`config.mk`:
```
export PLATFORM = sky130hd
export DESIGN_NAME = ocp_unit
export DESIGN_NICKNAME = d
export VERILOG_FILES = /design/src/common/ocp_pkg.sv /design/src/hw/ocp_sync_decode.sv /design/src/hw/ocp_unit.sv
export SDC_FILE = /design/constraint.sdc
export NUM_CORES = 1
export LEC_CHECK = 0
export BUFFER_PORTS_ARGS = -buffer_cell sky130_fd_sc_hd__buf_4
export CAP_MARGIN = 15
export CORE_AREA = 2 2 129 131
export DETAILED_ROUTE_END_ITERATION = 16
export DIE_AREA = 0 0 131 133
export PLACE_DENSITY = 0.74
export SYNTH_ARGS = -nofsm -noshare
export SYNTH_HDL_FRONTEND = slang
export SYNTH_SLANG_ARGS = --single-unit
export TNS_END_PERCENT = 100
```
`constraint.sdc`:
```
create_clock -name ref_clk -period 2.6 [get_ports ref_clk]
set_input_delay 0.26 -clock ref_clk [delete_from_list [all_inputs] [get_ports ref_clk]]
set_output_delay 0.26 -clock ref_clk [all_outputs]
set_load 0.02 [all_outputs]
```
`src/common/ocp_pkg.sv`:
```
// constants and types shared by the output compare / pwm unit
`default_nettype none
package ocp_pkg;
  // register byte offsets on the axi4-lite slave
  localparam logic [7:0] ADDR_CTRL_ONE = 8'h00;
  localparam logic [7:0] ADDR_CTRL_TWO = 8'h04;
  localparam logic [7:0] ADDR_PRIMARY = 8'h08;
  localparam logic [7:0] ADDR_SECONDARY = 8'h0c;
  localparam logic [7:0] ADDR_COUNT = 8'h10;
  localparam logic [7:0] ADDR_STATUS = 8'h14;
  // cmp_control_one field positions
  localparam int MODE_LSB = 0;
  localparam int TRIG_CLEAR_BIT = 3;
  localparam int FAULT_EN_LSB = 7;
  localparam int TSEL_LSB = 10;
  // cmp_control_two field positions
  localparam int SYNC_LSB = 0;
  localparam int TRIS_BIT = 5;
  localparam int IRQ_EN_BIT = 6;
  localparam int TRIG_SEL_BIT = 7;
  localparam int CASCADE_BIT = 8;
  localparam int DUTY_LOW_LSB = 9;
  // status register bit positions
  localparam int STAT_IRQ_BIT = 0;
  localparam int STAT_FAULT_BIT = 1;
  localparam int STAT_ARMED_BIT = 2;
  localparam int STAT_TRIG_BIT = 3;
  // reset values
  localparam logic [15:0] CTRL_ONE_RST = 16'h0000;
  localparam logic [15:0] CTRL_TWO_RST = 16'h0000;
  localparam logic [15:0] COMPARE_RST = 16'h0000;
  // sync source codes handled specially
  localparam logic [4:0] SYNC_SELF = 5'h1f;
  localparam logic [4:0] SYNC_NONE = 5'h00;
  // axi responses
  localparam logic [1:0] RESP_OKAY = 2'h0;
  localparam logic [1:0] RESP_SLVERR = 2'h2;
  // compare_mode_field encodings
  typedef enum logic [2:0] {
    MODE_OFF = 3'h0,
    MODE_SINGLE_HIGH = 3'h1,
    MODE_SINGLE_LOW = 3'h2,
    MODE_TOGGLE = 3'h3,
    MODE_DOUBLE_ONE = 3'h4,
    MODE_DOUBLE_CONT = 3'h5,
    MODE_PWM_EDGE = 3'h6,
    MODE_PWM_CENTER = 3'h7
  } ocp_mode_t;
  // pulse sequencer states, gray along idle-armed-active-done
  typedef enum logic [1:0] {
    ST_IDLE = 2'b00,
    ST_ARMED = 2'b01,
    ST_ACTIVE = 2'b11,
    ST_DONE = 2'b10
  } ocp_state_t;
endpackage
`default_nettype wire

```
`src/hw/ocp_sync_decode.sv`:
```
// decoder of the sync_source_select field into one source event
`default_nettype none
module ocp_sync_decode
  import ocp_pkg::*;
(
  // selection
  input wire logic [4:0] sel,
  // candidate sources, all single-cycle events
  input wire logic selfEvent,
  input wire logic extTriggerInOne,
  input wire logic extTriggerInTwo,
  input wire logic chargeTimeUnit,
  input wire logic adcEvent,
  input wire logic [2:0] comparatorEvt,
  input wire logic [5:0] captureEvt,
  input wire logic [4:0] timerEvt,
  input wire logic [5:0] cmpUnitEvt,
  // decoded result
  output logic srcEvent,
  output logic srcTriggerOnly
);
  // one bit per code; reserved codes and code zero carry a constant 0
  logic [31:0] eventMap;
  assign eventMap = {selfEvent, extTriggerInOne, extTriggerInTwo,
                     chargeTimeUnit, adcEvent, comparatorEvt,
                     1'b0, captureEvt[5], captureEvt,
                     timerEvt, 4'h0, cmpUnitEvt, 1'b0};
  assign srcEvent = eventMap[sel];
  // capture, comparator, a/d and charge time codes may only trigger
  assign srcTriggerOnly = (sel >= 5'h10) && (sel <= 5'h1c);
endmodule
`default_nettype wire

```
`src/hw/ocp_unit.sv`:
```
// output compare / pwm unit with axi4-lite registers
// Function
// - default level, flip on primary match
// - double modes: back on secondary match
// - flag on primary or secondary match
// - single-shot rearmed by control one write
// - edge or center aligned pwm
// - compare values shadowed internally
// - primary is duty, secondary is period
// - clock source in bits twelve to ten
// - duty low bits buffered in pwm
// - fault enable field, pwm modes only, needs irq enable
// - count on selected prescaler tick
// - sync codes 1f down to 18
// - sync codes 16 down to 00
`default_nettype none
module ocp_unit
  import ocp_pkg::*;
#(
  parameter int CW = 16,
  parameter int AW = 8,
  parameter bit IS_ODD = 1'b0
) (
  // clock, reset, clock enable
  input wire logic ref_clk,
  input wire logic nrst,
  input wire logic ce,
  // axi4-lite write channels
  input wire logic [AW-1:0] awaddr,
  input wire logic awvalid,
  output logic awready,
  input wire logic [31:0] wdata,
  input wire logic [3:0] wstrb,
  input wire logic wvalid,
  output logic wready,
  output logic [1:0] bresp,
  output logic bvalid,
  input wire logic bready,
  // axi4-lite read channels
  input wire logic [AW-1:0] araddr,
  input wire logic arvalid,
  output logic arready,
  output logic [31:0] rdata,
  output logic [1:0] rresp,
  output logic rvalid,
  input wire logic rready,
  // timer prescaler ticks, one per clock source code
  input wire logic [7:0] timerTick,
  // sync and trigger sources
  input wire logic extTriggerInOne,
  input wire logic extTriggerInTwo,
  input wire logic chargeTimeUnit,
  input wire logic adcEvent,
  input wire logic [2:0] comparatorEvt,
  input wire logic [5:0] captureEvt,
  input wire logic [4:0] timerEvt,
  input wire logic [5:0] cmpUnitEvt,
  // fault inputs
  input wire logic [2:0] faultIn,
  // cascade link to the partner unit
  input wire logic cascadeCarryIn,
  input wire logic cascadePriIn,
  input wire logic cascadeSecIn,
  output logic cascadeCarryOut,
  output logic cascadePriOut,
  output logic cascadeSecOut,
  // pin and status outputs
  output logic cmpOut,
  output logic cmpOutEn,
  output logic compareIrqFlag,
  output logic [1:0] dutyLowBits
);
  // software registers
  logic [15:0] ctrlOneQ, ctrlTwoQ;
  logic [CW-1:0] priQ, secQ;
  // shadow copies used by the comparators and the dutyLowBits output
  logic [CW-1:0] priShQ, secShQ;
  logic [1:0] dutyLowShQ;
  // timer and pulse state
  logic [CW-1:0] cntQ, cntD;
  logic upQ, upD;
  logic outQ, outD;
  logic irqQ, faultQ, trigQ;
  ocp_state_t stQ, stD;
  // bus side state
  logic bvalidQ, rvalidQ;
  logic [1:0] brespQ, rrespQ;
  logic [31:0] rdataQ;

  // field views
  ocp_mode_t mode;
  logic [2:0] tsel, faultEn;
  logic [4:0] syncSel;
  logic trigSel, trigClear, cascade, irqEn;
  assign mode = ocp_mode_t'(ctrlOneQ[MODE_LSB +: 3]);
  assign tsel = ctrlOneQ[TSEL_LSB +: 3];
  assign faultEn = ctrlOneQ[FAULT_EN_LSB +: 3];
  assign trigClear = ctrlOneQ[TRIG_CLEAR_BIT];
  assign syncSel = ctrlTwoQ[SYNC_LSB +: 5];
  assign trigSel = ctrlTwoQ[TRIG_SEL_BIT];
  assign cascade = ctrlTwoQ[CASCADE_BIT];
  assign irqEn = ctrlTwoQ[IRQ_EN_BIT];

  // mode classes
  logic isPwm, isDouble, isSingle, isCenter;
  assign isPwm = (mode == MODE_PWM_EDGE) || (mode == MODE_PWM_CENTER);
  assign isCenter = mode == MODE_PWM_CENTER;
  assign isDouble = mode[2];
  assign isSingle = (mode != MODE_OFF) && !mode[2];

  // bus write decode; address and data are taken together
  logic wrTake, wrHit, wrCtrlOne, wrStatus;
  logic [AW-1:0] wrAddr;
  assign wrTake = awvalid && wvalid && !bvalidQ;
  assign awready = wrTake;
  assign wready = wrTake;
  assign wrAddr = awaddr & ~AW'(3);
  assign wrHit = (wrAddr == AW'(ADDR_CTRL_ONE)) ||
                 (wrAddr == AW'(ADDR_CTRL_TWO)) ||
                 (wrAddr == AW'(ADDR_PRIMARY)) ||
                 (wrAddr == AW'(ADDR_SECONDARY)) ||
                 (wrAddr == AW'(ADDR_COUNT)) ||
                 (wrAddr == AW'(ADDR_STATUS));
  assign wrCtrlOne = wrTake && (wrAddr == AW'(ADDR_CTRL_ONE));
  assign wrStatus = wrTake && (wrAddr == AW'(ADDR_STATUS));
  // byte lanes merged into the low sixteen bits
  logic [15:0] laneMask, wrMerge1, wrMerge2, wrMergeP, wrMergeS;
  assign laneMask = {{8{wstrb[1]}}, {8{wstrb[0]}}};
  assign wrMerge1 = (ctrlOneQ & ~laneMask) | (wdata[15:0] & laneMask);
  assign wrMerge2 = (ctrlTwoQ & ~laneMask) | (wdata[15:0] & laneMask);
  assign wrMergeP = (16'(priQ) & ~laneMask) | (wdata[15:0] & laneMask);
  assign wrMergeS = (16'(secQ) & ~laneMask) | (wdata[15:0] & laneMask);
  // write-one-to-clear strobes for status flags
  logic clrIrq, clrFault;
  assign clrIrq = wrStatus && wstrb[0] && wdata[STAT_IRQ_BIT];
  assign clrFault = wrStatus && wstrb[0] && wdata[STAT_FAULT_BIT];

  // clock source: selected prescaler tick, or partner carry when odd and cascaded
  logic tickSel, running, adv;
  assign tickSel = (cascade && IS_ODD) ? cascadeCarryIn : timerTick[tsel];
  assign running = !trigSel || trigQ;
  assign adv = ce && tickSel && running;

  // comparators; a cascaded pair only matches when both halves do
  logic priEq, secEq, priHit, secHit;
  assign priEq = cntQ == priShQ;
  assign secEq = cntQ == secShQ;
  assign priHit = adv && priEq && (!cascade || cascadePriIn);
  assign secHit = adv && secEq && (!cascade || cascadeSecIn);
  assign cascadePriOut = priEq;
  assign cascadeSecOut = secEq;
  assign cascadeCarryOut = adv && (cntQ == {CW{1'b1}});

  // period end: secondary match going up, or zero on the way down
  logic selfReset, periodEnd;
  assign selfReset = isPwm || (syncSel == SYNC_SELF);
  assign periodEnd = isCenter ? (adv && !upQ && (cntQ == '0))
                              : (secHit && selfReset);

  // sync / trigger source selection
  logic srcEvent, srcTrigOnly, syncReset, trigStart;
  ocp_sync_decode u_decode (
    .sel(syncSel),
    .selfEvent(periodEnd),
    .extTriggerInOne(extTriggerInOne),
    .extTriggerInTwo(extTriggerInTwo),
    .chargeTimeUnit(chargeTimeUnit),
    .adcEvent(adcEvent),
    .comparatorEvt(comparatorEvt),
    .captureEvt(captureEvt),
    .timerEvt(timerEvt),
    .cmpUnitEvt(cmpUnitEvt),
    .srcEvent(srcEvent),
    .srcTriggerOnly(srcTrigOnly)
  );
  // self code already resets via periodEnd; trigger-only codes cannot sync
  assign syncReset = ce && !trigSel && srcEvent && !srcTrigOnly &&
                     (syncSel != SYNC_SELF);
  assign trigStart = ce && trigSel && srcEvent;

  // timer next value
  always_comb begin
    cntD = cntQ;
    upD = upQ;
    if (syncReset || wrCtrlOne) begin
      cntD = '0;
      upD = 1'b1;
    end else if (adv && isCenter) begin
      // center aligned: count up to period, then back to zero
      if (upQ && secEq) begin
        upD = 1'b0;
        cntD = cntQ - CW'(1);
      end else if (!upQ && (cntQ == '0)) begin
        upD = 1'b1;
        cntD = cntQ + CW'(1);
      end else begin
        cntD = upQ ? cntQ + CW'(1) : cntQ - CW'(1);
      end
    end else if (adv) begin
      cntD = periodEnd ? '0 : cntQ + CW'(1);
    end
  end

  // pulse sequencer; single-shot modes end in done until rearmed
  always_comb begin
    stD = stQ;
    unique case (stQ)
      ST_IDLE: stD = ST_IDLE;
      ST_ARMED: begin
        if (priHit && mode != MODE_TOGGLE && !isPwm) begin
          stD = isDouble ? ST_ACTIVE : ST_DONE;
        end
      end
      ST_ACTIVE: begin
        if (secHit) begin
          stD = (mode == MODE_DOUBLE_CONT) ? ST_ARMED : ST_DONE;
        end
      end
      ST_DONE: stD = ST_DONE;
    endcase
    if (wrCtrlOne) begin
      stD = (wrMerge1[MODE_LSB +: 3] == 3'h0) ? ST_IDLE : ST_ARMED;
    end
  end

  // pin level; fault forces the default low level
  logic live, faultNow;
  assign live = stQ != ST_IDLE && stQ != ST_DONE;
  assign faultNow = isPwm && irqEn && |(faultIn & faultEn);
  always_comb begin
    outD = outQ;
    unique case (mode)
      MODE_OFF: outD = 1'b0;
      MODE_SINGLE_HIGH: if (priHit && live) outD = 1'b1;
      MODE_SINGLE_LOW: if (priHit && live) outD = 1'b0;
      MODE_TOGGLE: if (priHit && live) outD = !outQ;
      MODE_DOUBLE_ONE, MODE_DOUBLE_CONT: begin
        if (priHit && stQ == ST_ARMED) outD = 1'b1;
        else if (secHit && stQ == ST_ACTIVE) outD = 1'b0;
      end
      MODE_PWM_EDGE: begin
        if (periodEnd) outD = priShQ != '0;
        else if (priHit) outD = 1'b0;
      end
      MODE_PWM_CENTER: if (priHit) outD = upQ;
    endcase
    // a fresh control one write restores the mode's default level
    if (wrCtrlOne) outD = wrMerge1[MODE_LSB +: 3] == 3'h2;
    if (faultQ || faultNow) outD = 1'b0;
  end

  // software registers; writes land only on mapped words
  always_ff @(posedge ref_clk or negedge nrst) begin
    if (!nrst) begin
      ctrlOneQ <= CTRL_ONE_RST;
      ctrlTwoQ <= CTRL_TWO_RST;
      priQ <= CW'(COMPARE_RST);
      secQ <= CW'(COMPARE_RST);
    end else if (ce && wrTake) begin
      if (wrAddr == AW'(ADDR_CTRL_ONE)) ctrlOneQ <= wrMerge1;
      if (wrAddr == AW'(ADDR_CTRL_TWO)) ctrlTwoQ <= wrMerge2;
      if (wrAddr == AW'(ADDR_PRIMARY)) priQ <= CW'(wrMergeP);
      if (wrAddr == AW'(ADDR_SECONDARY)) secQ <= CW'(wrMergeS);
    end
  end

  // shadows: transparent outside pwm, reloaded at period end in pwm
  logic shadowLoad;
  assign shadowLoad = !isPwm || periodEnd || wrCtrlOne;
  always_ff @(posedge ref_clk or negedge nrst) begin
    if (!nrst) begin
      priShQ <= CW'(COMPARE_RST);
      secShQ <= CW'(COMPARE_RST);
      dutyLowShQ <= 2'h0;
    end else if (ce && shadowLoad) begin
      priShQ <= priQ;
      secShQ <= secQ;
      dutyLowShQ <= ctrlTwoQ[DUTY_LOW_LSB +: 2];
    end
  end

  // timer, sequencer and pin
  always_ff @(posedge ref_clk or negedge nrst) begin
    if (!nrst) begin
      cntQ <= '0;
      upQ <= 1'b1;
      stQ <= ST_IDLE;
      outQ <= 1'b0;
    end else if (ce) begin
      cntQ <= cntD;
      upQ <= upD;
      stQ <= stD;
      outQ <= outD;
    end
  end

  // sticky flags: a set in the clearing cycle wins
  logic irqSet;
  assign irqSet = (isSingle && priHit) || (isDouble && secHit);
  always_ff @(posedge ref_clk or negedge nrst) begin
    if (!nrst) begin
      irqQ <= 1'b0;
      faultQ <= 1'b0;
      trigQ <= 1'b0;
    end else if (ce) begin
      irqQ <= irqSet || (irqQ && !clrIrq);
      faultQ <= faultNow || (faultQ && !clrFault);
      // trigger holds the timer until started; clear mode stops it again
      trigQ <= trigSel && (trigStart ||
               (trigQ && !(trigClear && periodEnd)));
    end
  end

  // axi write response
  always_ff @(posedge ref_clk or negedge nrst) begin
    if (!nrst) begin
      bvalidQ <= 1'b0;
      brespQ <= RESP_OKAY;
    end else if (ce) begin
      if (wrTake) begin
        bvalidQ <= 1'b1;
        brespQ <= wrHit ? RESP_OKAY : RESP_SLVERR;
      end else if (bready) begin
        bvalidQ <= 1'b0;
      end
    end
  end

  // axi read path
  logic rdTake;
  logic [AW-1:0] rdAddr;
  logic [15:0] statusWord, rdWord;
  logic rdHit;
  assign rdTake = arvalid && !rvalidQ;
  assign arready = !rvalidQ;
  assign rdAddr = araddr & ~AW'(3);
  assign statusWord = {12'h000, trigQ, live, faultQ, irqQ};
  assign rdHit = (rdAddr == AW'(ADDR_CTRL_ONE)) ||
                 (rdAddr == AW'(ADDR_CTRL_TWO)) ||
                 (rdAddr == AW'(ADDR_PRIMARY)) ||
                 (rdAddr == AW'(ADDR_SECONDARY)) ||
                 (rdAddr == AW'(ADDR_COUNT)) ||
                 (rdAddr == AW'(ADDR_STATUS));
  // shadows have no address: software only sees the written values
  assign rdWord = (rdAddr == AW'(ADDR_CTRL_ONE)) ? ctrlOneQ :
                  (rdAddr == AW'(ADDR_CTRL_TWO)) ? ctrlTwoQ :
                  (rdAddr == AW'(ADDR_PRIMARY)) ? 16'(priQ) :
                  (rdAddr == AW'(ADDR_SECONDARY)) ? 16'(secQ) :
                  (rdAddr == AW'(ADDR_COUNT)) ? 16'(cntQ) :
                  (rdAddr == AW'(ADDR_STATUS)) ? statusWord : 16'h0000;
  always_ff @(posedge ref_clk or negedge nrst) begin
    if (!nrst) begin
      rvalidQ <= 1'b0;
      rrespQ <= RESP_OKAY;
      rdataQ <= 32'h0000_0000;
    end else if (ce) begin
      if (rdTake) begin
        rvalidQ <= 1'b1;
        rrespQ <= rdHit ? RESP_OKAY : RESP_SLVERR;
        rdataQ <= {16'h0000, rdWord};
      end else if (rready) begin
        rvalidQ <= 1'b0;
      end
    end
  end

  // outputs
  assign bvalid = bvalidQ;
  assign bresp = brespQ;
  assign rvalid = rvalidQ;
  assign rresp = rrespQ;
  assign rdata = rdataQ;
  assign cmpOut = outQ;
  assign cmpOutEn = !ctrlTwoQ[TRIS_BIT];
  assign compareIrqFlag = irqQ;
  assign dutyLowBits = dutyLowShQ;
endmodule
`default_nettype wire

```
==> results.toml, run 1 <==
[sta]
period_share_pct = 102
min_period_ns = 2.65
clock-skew-final_ns = 0.0140
final_report_max_slew_violation_count = 0
grt_setup_unrepaired = "yes"
timing.final.setup_violations = 15
finalHoldViolCount = 0
fmax_ghz = 0.378
tightestPinTransition_ns = 0.629
slew_headroom_pct = 58.0
setup_slack_ns = -0.0466
fin_worst_hold_slack_ns = 0.0710

[critical_path]
crit_arrival_ns = 2.98
crit_path_max_incr_delay_ns = 0.48
crit_slowest_cell = "sky130_fd_sc_hd__dfrtp_2"
path_max_fanout = 7
crit_chain = "xor2_2 > nor4_2 > nand4_2 > a211o_4 > buf_6 > mux2i_1 > or4_1 > a31oi_2"
worstSetupStartpoint = "cntQ[14]$_DFFE_PN0P_"
crit_path_capture_type = "flop"
timing.critical_path.required_ns = 2.93
worstSetupPathType = "flop to flop"
critPathLaunchType = "flop"
regToRegStartpoint = "cntQ[14]$_DFFE_PN0P_"

[power_and_ir_drop]
worst_vdd_ir_v = 0.000523
leakage_power_summed_over_all_cells_nw = 5.10
p_per_area_mw_per_mm2 = 597

[placement]
dpl.hpwl_um = 17300
io_buffers = 105
gp_routability_congestion = 0.960
dp_slack_ns = -0.0779

[route]
vias = 7180
drt_iter0_drc = 857
ant_nets = 0
drtPass1Iterations = 6
routed_via_density = 6.13
wl_per_cell_um = 21.4
routed_wirelength_um = 25000
drcViolationCount = 0

[final_layout]
regArea_mm2 = 0.00354
multiInputGateArea_mm2 = 0.00439
final_core_utilization_pct = 65.5
layout-area-overhead-vs-synth_pct = 30.9
insertedDiodeCount = 0
final_nets = 1039
fillers = 1186
drive_gt1_share_pct = 42.4

[clock_tree]
clk_root_buffer_cell = "sky130_fd_sc_hd__clkbuf_16"
tritoncts.num_buffers = 17
clk_lat_worst_skew_ns = 0.43
cts_h_tree_depth = 4
cts.clk_slew.worst_paths_ns = 0.07
cts.path.max_buffers = 2
clock_tree_from_tritoncts = "built"
clock_sink_count = 141

[yosys]
yosys_warnings = 0
postSynth.topFlopCell = "sky130_fd_sc_hd__dfrtp_1"
postSynthAreaPerCell_um2 = 10.5
post_synthesis_instance_total = 768
synth.distinct_cells = 67
yosysSeqAreaShare_pct = 43.6
netlist_area_mm2 = 0.00810
synth_async_sr_flop_share_pct = 100
yosys_register_bits = 141
synth_enable_flop_cells = 0

[die]
floorplan.die.width_um = 131
fp-row-count = 47
die_outline_area_mm2 = 0.0174
io-pin-count = 147
core_region_area_mm2 = 0.0162
initial_utilization_pct = 50.1
floorplan.die.height_um = 133

[global_routing]
grt_pass1_vias = 6789
grt_start_max_net_pins = 54
grt_overflow = 0
grt_pass1_wl_um = 37800
grt_antenna_before_repair = 0
track_usage_pct = 28.4

[run_status]
failed_checks = "negative setup slack"
outcome = "finished, violations left"

[hold_path]
timing.hold.worst.start = "wdata[5]"
hold_path.class = "primary input to flop"

[job]
cap_violations = 0
## timing repair
item | 4_1_cts | 5_1_grt
pin swaps | 1 | 19
gates resized for setup | 8 | 46
hold buffers | 1 | 0
cloned | 0 | 5
setup buffers | 0 | 5
endpoints found under the setup margin | 42 | 53
hold endpoints to repair | 50 | 0
## cell type report
type	count	share of cell area [%]
multi-input cells	555	41.4
flip-flops and latches	141	33.4
repair buffers	207	16.2
clock buffers	17	4.01
well taps	220	2.60
clock inverters	15	1.82
inverters	16	0.567
## worst paths after layout
kind	slack (ns)	end	depth (start not counted)
setup / recovery	-0.05	cntQ[4]$_DFFE_PN0P_	8
hold / removal	0.07	flop	3
setup reg to reg	-0.05	cntQ[4]$_DFFE_PN0P_	8
hold reg to reg	0.49	rdata[11]$_DFFE_PN0P_	2
max in group asynchronous	1.47	cntQ[14]$_DFFE_PN0P_	3
min in group asynchronous	0.37	asynchronous set/reset pin	2
## synth_stat cells (6+ instances only)
master | number | share of area [%]
sky130_fd_sc_hd__nand3_1 | 18 | 1.1
sky130_fd_sc_hd__mux2_2 | 108 | 15
sky130_fd_sc_hd__buf_6 | 7 | 0.97
sky130_fd_sc_hd__nor4_1 | 14 | 1.1
sky130_fd_sc_hd__nand2_1 | 50 | 2.3
sky130_fd_sc_hd__o21ai_0 | 28 | 1.7
sky130_fd_sc_hd__nor2_1 | 32 | 1.5
sky130_fd_sc_hd__inv_1 | 16 | 0.74
sky130_fd_sc_hd__buf_4 | 19 | 1.8
sky130_fd_sc_hd__mux2i_1 | 30 | 3.7
sky130_fd_sc_hd__nand2b_1 | 6 | 0.46
sky130_fd_sc_hd__nor3_1 | 13 | 0.80
sky130_fd_sc_hd__nand4_1 | 9 | 0.70
sky130_fd_sc_hd__o22ai_1 | 8 | 0.62
sky130_fd_sc_hd__or3_1 | 8 | 0.62
sky130_fd_sc_hd__nor2b_1 | 11 | 0.85
sky130_fd_sc_hd__a211oi_1 | 6 | 0.56
sky130_fd_sc_hd__a221oi_1 | 10 | 1.1
sky130_fd_sc_hd__xor2_1 | 32 | 3.5
sky130_fd_sc_hd__a31oi_1 | 20 | 1.5
sky130_fd_sc_hd__clkbuf_1 | 32 | 1.5
sky130_fd_sc_hd__dfrtp_1 | 140 | 43
sky130_fd_sc_hd__nor4_2 | 6 | 0.93
sky130_fd_sc_hd__a21oi_1 | 35 | 2.2
sky130_fd_sc_hd__o31ai_1 | 7 | 0.65
sky130_fd_sc_hd__or4_1 | 13 | 1.2
sky130_fd_sc_hd__buf_2 | 11 | 0.68
## report_power, final
part / leakage (nW) / internal [mW] / switching [mW]
clock network: 0.302 / 1.47 / 1.11
registers: 1.90 / 2.32 / 0.128
logic: 2.90 / 0.597 / 0.701
## logic make-up (layout without fill, tap and decap cells)
kind of cell	Yosys count	in the layout	share of synthesized area (%)
AND/OR/NAND/NOR	214	214	15.2
multiplexers	144	144	19.9
AO/OA/AOI/OAI	143	143	11.5
flip-flops	141	141	43.6
buffers and inverters	89	255	5.83
XOR/XNOR	33	33	3.57
adder cells (fa/ha/maj)	3	3	0.464
other	1	18	0.0463
## through the flow
| stage | power (mW) | TNS (ns) | instance area [um2] | cells |
|---|---|---|---|---|
| after floorplan | 3.11 | 0 | 8160 | 785 |
| after detailed placement | 3.64 | -0.782 | 9580 | 1129 |
| after global placement | 3.62 | -0.231 | 9580 | 1129 |
| after CTS | 6.22 | -0.00664 | 10200 | 1162 |
| final | 6.32 | -0.342 | 10600 | 1171 |
| after global routing | 6.56 | -1.29 | 10600 | 1171 |
## routing by layer
metal  track usage, %  part of all wire (%)
met5                0                     0
met4             8.57                   2.5
met3             6.79                   8.9
met2             41.9                    46
met1             41.5                    42
## cells in the final DEF (no fill, tap or decap), drive strengths merged, types with 4 or more instances in the layout
| cell | instances |
|---|---|
| buf | 203 |
| dfrtp | 140 |
| mux2 | 112 |
| nand2 | 50 |
| a21oi | 35 |
| nor2 | 32 |
| xor2 | 32 |
| mux2i | 30 |
| o21ai | 28 |
| inv | 27 |
| nor4 | 21 |
| clkbuf | 20 |
| a31oi | 20 |
| nand3 | 18 |
| conb | 18 |
| nor3 | 16 |
| or4 | 13 |
| nor2b | 11 |
| a221oi | 10 |
| nand4 | 10 |
| or3 | 8 |
| o31ai | 8 |
| o22ai | 8 |
| a211oi | 6 |
| nand2b | 6 |
| nor4b | 5 |
| a22oi | 5 |
| and3 | 4 |
| nand3b | 4 |
| and4 | 4 |
## critical path: cells and delay by family (launching register included)
| kind | cells | cell delay, ns |
|---|---|---|
| flip-flops | 1 | 0.48 |
| multiplexers | 1 | 0.12 |
| AND/OR/NAND/NOR | 3 | 0.96 |
| AO/OA/AOI/OAI | 2 | 0.67 |
| XOR/XNOR | 1 | 0.17 |
| buffers and inverters | 1 | 0.16 |
Note: power is estimated with default switching activity, not from simulation.
==> run 2: changes to the inputs <==
--- a/config.mk
+++ b/config.mk
@@ -5,7 +5,7 @@
 export SDC_FILE = /design/constraint.sdc
 export NUM_CORES = 1
 export LEC_CHECK = 0
-export BUFFER_PORTS_ARGS = -buffer_cell sky130_fd_sc_hd__buf_4
+export BUFFER_PORTS_ARGS = -buffer_cell sky130_fd_sc_hd__buf_2
 export CAP_MARGIN = 15
 export CORE_AREA = 2 2 129 131
 export DETAILED_ROUTE_END_ITERATION = 16
==> run 2 against run 1 <==
  * The flow still finishes with violations (negative setup slack)
  * Worst setup slack lost 0.032 ns
  * Wire length grew 0.99%
  * Sequential power is essentially flat
  * Global-route usage grew 0.24 points
  * Flip-flop and latch count is the same
  * Sequential share of layout area grew 0.36 points
  * Maximum frequency shrank 1.2%
  * Via count grew 0.31%
  * Register-to-register slack lost 0.03 ns
  * Critical endpoint is now cntQ[9]$_DFFE_PN0P_
==> results.toml, run 2 (same netlist as run 1, synthesis figures left out) <==
[run_status]
outcome = "finished, violations left"
failed_checks = "negative setup slack"

[final_layout]
finalInstanceArea_mm2 = 0.0105
layout-area-overhead-vs-synth_pct = 29.5
multiInputGateArea_mm2 = 0.00445
final_nets = 1053
regArea_mm2 = 0.00354
drive_gt1_share_pct = 44.2
insertedDiodeCount = 0
final_core_utilization_pct = 64.8
layout_commonest_cell = "sky130_fd_sc_hd__dfrtp_1"
layout_common_cells = "130 x sky130_fd_sc_hd__dfrtp_1, 106 x sky130_fd_sc_hd__mux2_2, 103 x sky130_fd_sc_hd__buf_2"
fillers = 1198

[die]
fp-row-count = 47
floorplan.die.height_um = 133
initial_utilization_pct = 50.1
io-pin-count = 147
floorplan.die.width_um = 131
core_region_area_mm2 = 0.0162
die_outline_area_mm2 = 0.0174

[clock_tree]
tritoncts.num_buffers = 17
clock_sink_count = 141
cts.clk_slew.worst_paths_ns = 0.06
clock_tree_from_tritoncts = "built"
cts_h_tree_depth = 4
clk_lat_worst_skew_ns = 0.43
clk_root_buffer_cell = "sky130_fd_sc_hd__clkbuf_16"
cts.path.max_buffers = 2

[route]
routed_wirelength_um = 25300
wl_per_cell_um = 21.3
ant_nets = 0
routed_via_density = 6.08
vias = 7202
drcViolationCount = 0
drt_iter0_drc = 638
drtPass1Iterations = 5

[critical_path]
path_max_fanout = 7
cp_num_buf_inv = 0
crit_slowest_cell = "sky130_fd_sc_hd__or4b_1"
timing.rr.end = "cntQ[9]$_DFFE_PN0P_"
worst_r2r_path_depth = 7
crit_path_max_incr_delay_ns = 0.48
timing.critical_path.required_ns = 2.95
regToRegStartpoint = "cntQ[6]$_DFFE_PN0P_"
worstSetupPathType = "flop to flop"
crit_path_capture_type = "flop"
crit_arrival_ns = 3.02
setup.reg_to_reg.worst_slack_ns = -0.08
critical_path.top_delay_family = "simple AND/OR/NAND/NOR gates"
worstSetupStartpoint = "cntQ[6]$_DFFE_PN0P_"
critPathLaunchType = "flop"
crit_chain = "xor2_1 > nor4_4 > nand4_2 > a211o_4 > mux2_4 > or4b_1 > a31oi_1"
critPathCapture = "cntQ[9]$_DFFE_PN0P_"
critical_path_depth = 7

[power_and_ir_drop]
p_per_area_mw_per_mm2 = 629
worst_vdd_ir_v = 0.000527
leakage_power_summed_over_all_cells_nw = 5.09

[sta]
grt_setup_unrepaired = "yes"
fmax_ghz = 0.373
final_report_max_slew_violation_count = 0
finalSetupTns_ns = -0.292
setup_slack_ns = -0.0784
slew_headroom_pct = 57.9
tightestPinTransition_ns = 0.632
period_share_pct = 103
timing.final.setup_violations = 10
min_period_ns = 2.68
clock-skew-final_ns = 0.00878
finalHoldViolCount = 0

[global_routing]
grt_overflow = 0
grt_start_max_net_pins = 70
groute.layer.met1.usage_pct = 41.3
groute.layer.met3.usage_pct = 6.07
grt_pass1_wl_um = 37900
grt_pass1_vias = 6880
grt_antenna_before_repair = 0
grt_most_used_layer = "met2"
grt_use_met2_pct = 42.4
track_usage_pct = 28.6

[placement]
dpl.hpwl_um = 17500
io_buffers = 105
gp_routability_congestion = 0.902
placed_cell_area_mm2 = 0.00938

[job]
cap_violations = 0

[hold_path]
hold_path.class = "primary input to flop"
run 2: changes by cell type in the layout (fill, tap and decap cells not counted), moves of 2 or more:
cell,previous run,this run
sky130_fd_sc_hd__bufinv_16,2,5
sky130_fd_sc_hd__buf_12,6,3
sky130_fd_sc_hd__buf_4,188,102
sky130_fd_sc_hd__buf_2,1,103
sky130_fd_sc_hd__nor4_1,13,10
sky130_fd_sc_hd__or4_1,9,6
sky130_fd_sc_hd__or4_4,4,7
sky130_fd_sc_hd__a31oi_1,12,10
sky130_fd_sc_hd__buf_6,8,12
sky130_fd_sc_hd__clkbuf_16,20,17
sky130_fd_sc_hd__nor4_2,7,9
run 2: area by class of cell:
type	count	share of cell area, %
multi-input combinational	555	42.4
timing repair buffer	221	14.2
inverter	16	0.573
tap	220	2.62
clock inverter	15	2.35
clock buffer	17	4.06
sequential	141	33.8
run 2: where the power goes:
| group | internal (mW) | leakage, nW | switching, mW |
|---|---|---|---|
| logic | 0.570 | 2.86 | 0.765 |
| registers | 2.32 | 1.90 | 0.127 |
| clock network | 1.74 | 0.327 | 1.07 |
| total | 4.63 | 5.09 | 1.96 |
run 2: repair_timing:
item / CTS / global route
resized for setup: 13 / 61
buffers inserted: 2 / 11
cloned: 0 / 0
setup endpoints to repair: 46 / 55
hold buffers: 1 / 0
hold endpoints to repair: 66 / 0
pin swaps: 8 / 25
run 2: how the worst min path moves through the flow:
stage                   start                    endpoint  cells after the start
floorplan                nrst  asynchronous set/reset pin                      0
global placement         nrst  asynchronous set/reset pin                      1
global route        wdata[12]                        flop                      2
CTS                  wdata[5]                        flop                      3
finish               wdata[5]                        flop                      3
detailed placement       nrst  asynchronous set/reset pin                      1
run 2: metal layers:
layer / routed length (um) / vias up / share of wire [%]
met5: 0 / - / 0
met4: 688 / 0 / 2.7
met3: 2110 / 56 / 8.3
met2: 11800 / 397 / 47
met1: 10700 / 3570 / 42
li1: - / 3179 / -
run 2: tightest hold or removal path: stages:
cell and delay (ns):
sky130_fd_sc_hd__buf_2 0.11, sky130_fd_sc_hd__nand2_1 0.05, sky130_fd_sc_hd__o21ai_0 0.06
run 2: metrics by stage:
step | total power [mW] | setup slack [ns] | std cells | hold slack [ns]
after floorplan | 3.11 | 0.0126 | 785 | -0.0356
after global placement | 3.57 | -0.0621 | 1140 | 0.306
after detailed placement | 3.60 | -0.106 | 1140 | 0.309
after CTS | 6.41 | 0.00312 | 1174 | 0.0868
after global routing | 6.80 | -0.0726 | 1185 | 0.107
final | 6.60 | -0.0784 | 1185 | 0.0858
==> run 3: changes to the inputs <==
--- a/config.mk
+++ b/config.mk
@@ -10,6 +10,7 @@
 export CORE_AREA = 2 2 129 131
 export DETAILED_ROUTE_END_ITERATION = 16
 export DIE_AREA = 0 0 131 133
+export GPL_TIMING_DRIVEN = 0
 export PLACE_DENSITY = 0.74
 export SYNTH_ARGS = -nofsm -noshare
 export SYNTH_HDL_FRONTEND = slang
==> run 3 against run 2 <==
  * The run still ends with negative setup slack left
  * Non-clock buffer count fell by 6
  * Maximum frequency fell by 3.2%
  * Flip-flop and latch count did not move
  * Sequential power barely moved
  * Final area fell by 2.2%
  * Wire length fell by 1.4%
  * Clock power fell by 20%
  * Critical endpoint is now cntQ[2]$_DFFE_PN0P_
==> results.toml, run 3 (same netlist as run 1, synthesis figures left out) <==
[critical_path]
crit_arrival_ns = 3.12
worstSetupPathType = "flop to flop"
crit_path_max_incr_delay_ns = 0.53
timing.critical_path.required_ns = 2.95
critPathLaunchType = "flop"
crit_path_capture_type = "flop"
crit_chain = "buf_4 > nor4_4 > and2_4 > and3_4 > a211o_1 > buf_6 > mux2_4 > or4_4 > a31oi_4"
path_max_fanout = 7
crit_slowest_cell = "sky130_fd_sc_hd__or4_4"

[final_layout]
drive_gt1_share_pct = 41.1
layout_common_cells = "130 x sky130_fd_sc_hd__dfrtp_1, 106 x sky130_fd_sc_hd__mux2_2, 103 x sky130_fd_sc_hd__buf_2"
layout.cells.non_filler = 1179
final_nets = 1047
final_core_utilization_pct = 63.4
insertedDiodeCount = 0
fillers = 1252
layout-area-overhead-vs-synth_pct = 26.6
finalInstanceArea_mm2 = 0.0103
layout_commonest_cell = "sky130_fd_sc_hd__dfrtp_1"

[sta]
clock-skew-final_ns = 0.00560
finalSetupTns_ns = -0.444
tightestPinTransition_ns = 0.786
fin_worst_hold_slack_ns = 0.0866
grt_setup_unrepaired = "yes"
timing.final.setup_violations = 7
min_period_ns = 2.77
setup_slack_ns = -0.167
period_share_pct = 106
finalHoldViolCount = 0
final_report_max_slew_violation_count = 0
slew_headroom_pct = 47.6
fmax_ghz = 0.361

[die]
fp-row-count = 47
initial_utilization_pct = 50.1
floorplan.die.width_um = 131
die_outline_area_mm2 = 0.0174
core_region_area_mm2 = 0.0162
floorplan.die.height_um = 133
io-pin-count = 147

[clock_tree]
cts_h_tree_depth = 4
clock_sink_count = 141
cts.clk_slew.worst_paths_ns = 0.06
clk_root_buffer_cell = "sky130_fd_sc_hd__clkbuf_16"
cts.path.max_buffers = 2
tritoncts.num_buffers = 17
clock_tree_from_tritoncts = "built"
clk_lat_worst_skew_ns = 0.43

[run_status]
outcome = "finished, violations left"
failed_checks = "negative setup slack"

[route]
wl_per_cell_um = 21.1
drcViolationCount = 0
ant_nets = 0
vias = 7218
routed_wirelength_um = 24900
drt_iter0_drc = 652
drtPass1Iterations = 6
routed_via_density = 6.12

[placement]
placed_cell_area_mm2 = 0.00898
place_inst = 1108
dp_slack_ns = -0.748
dpl.hpwl_um = 17100
gp_routability_congestion = 0.933
io_buffers = 102

[global_routing]
grt_antenna_before_repair = 0
track_usage_pct = 28.7
grt_overflow = 0
grt_pass1_vias = 6805
grt_start_max_net_pins = 72
grt_pass1_wl_um = 37800

[power_and_ir_drop]
leakage_power_summed_over_all_cells_nw = 4.95
p_per_area_mw_per_mm2 = 586
total_power_mw = 6.00
worst_vdd_ir_v = 0.000583

[hold_path]
hold_path.class = "primary input to flop"

[job]
cap_violations = 0
[run 3: layer usage]
metal  share of wire (%)  vias up  wire [um]  track usage [%]
met4                 3.4        0        860             9.81
met1                  41     3555      10200             40.5
li1                    -     3168          -                -
met2                  46      416      11600             43.2
met5                   0        -          0                0
met3                 9.1       79       2260             7.28
[run 3: where the power goes]
part / internal (mW) / switching, mW
sequential: 2.32 / 0.111
clock: 1.28 / 0.997
combinational: 0.547 / 0.754
[run 3: cell type report]
class                      instances  area, um2  share of cell area [%]
inverter                          16       60.1                   0.586
multi-input combinational        555       4460                    43.5
timing repair buffer             147        892                    8.70
clock buffer                      21        460                    4.49
tap                              220        275                    2.68
clock inverter                    11       86.3                   0.842
buffer                            68        474                    4.63
sequential                       141       3540                    34.5
[run 3: final timing paths]
check,depth (start not counted),slack [ns],to,startpoint
worst min register to register,2,0.49,rdata[9]$_DFFE_PN0P_,rdata[9]$_DFFE_PN0P_
worst max-delay path,9,-0.17,cntQ[2]$_DFFE_PN0P_,cntQ[2]$_DFFE_PN0P_
min in group asynchronous,2,0.41,asynchronous set/reset pin,nrst
worst min-delay path,4,0.09,rvalid$_DFFE_PN0P_,rready
worst max register to register,9,-0.17,cntQ[2]$_DFFE_PN0P_,cntQ[2]$_DFFE_PN0P_
max in group asynchronous,3,1.40,asynchronous set/reset pin,nrst
[run 3: timing repair]
item                                    in CTS  in global routing
hold endpoints to repair                    69                  0
endpoints found under the setup margin      82                 87
setup buffers                               23                 17
gates cloned                                 0                  3
resized for setup                           49                 70
pin swaps                                   26                 24
hold buffers                                 1                  0
[run 3: worst max-delay path: cells and delay by family, from the launching register on]
kind	cells	cell delay [ns]
AO/OA/AOI/OAI	2	0.32
buffers and inverters	2	0.29
flip-flops	1	0.43
multiplexers	1	0.32
AND/OR/NAND/NOR	4	1.33
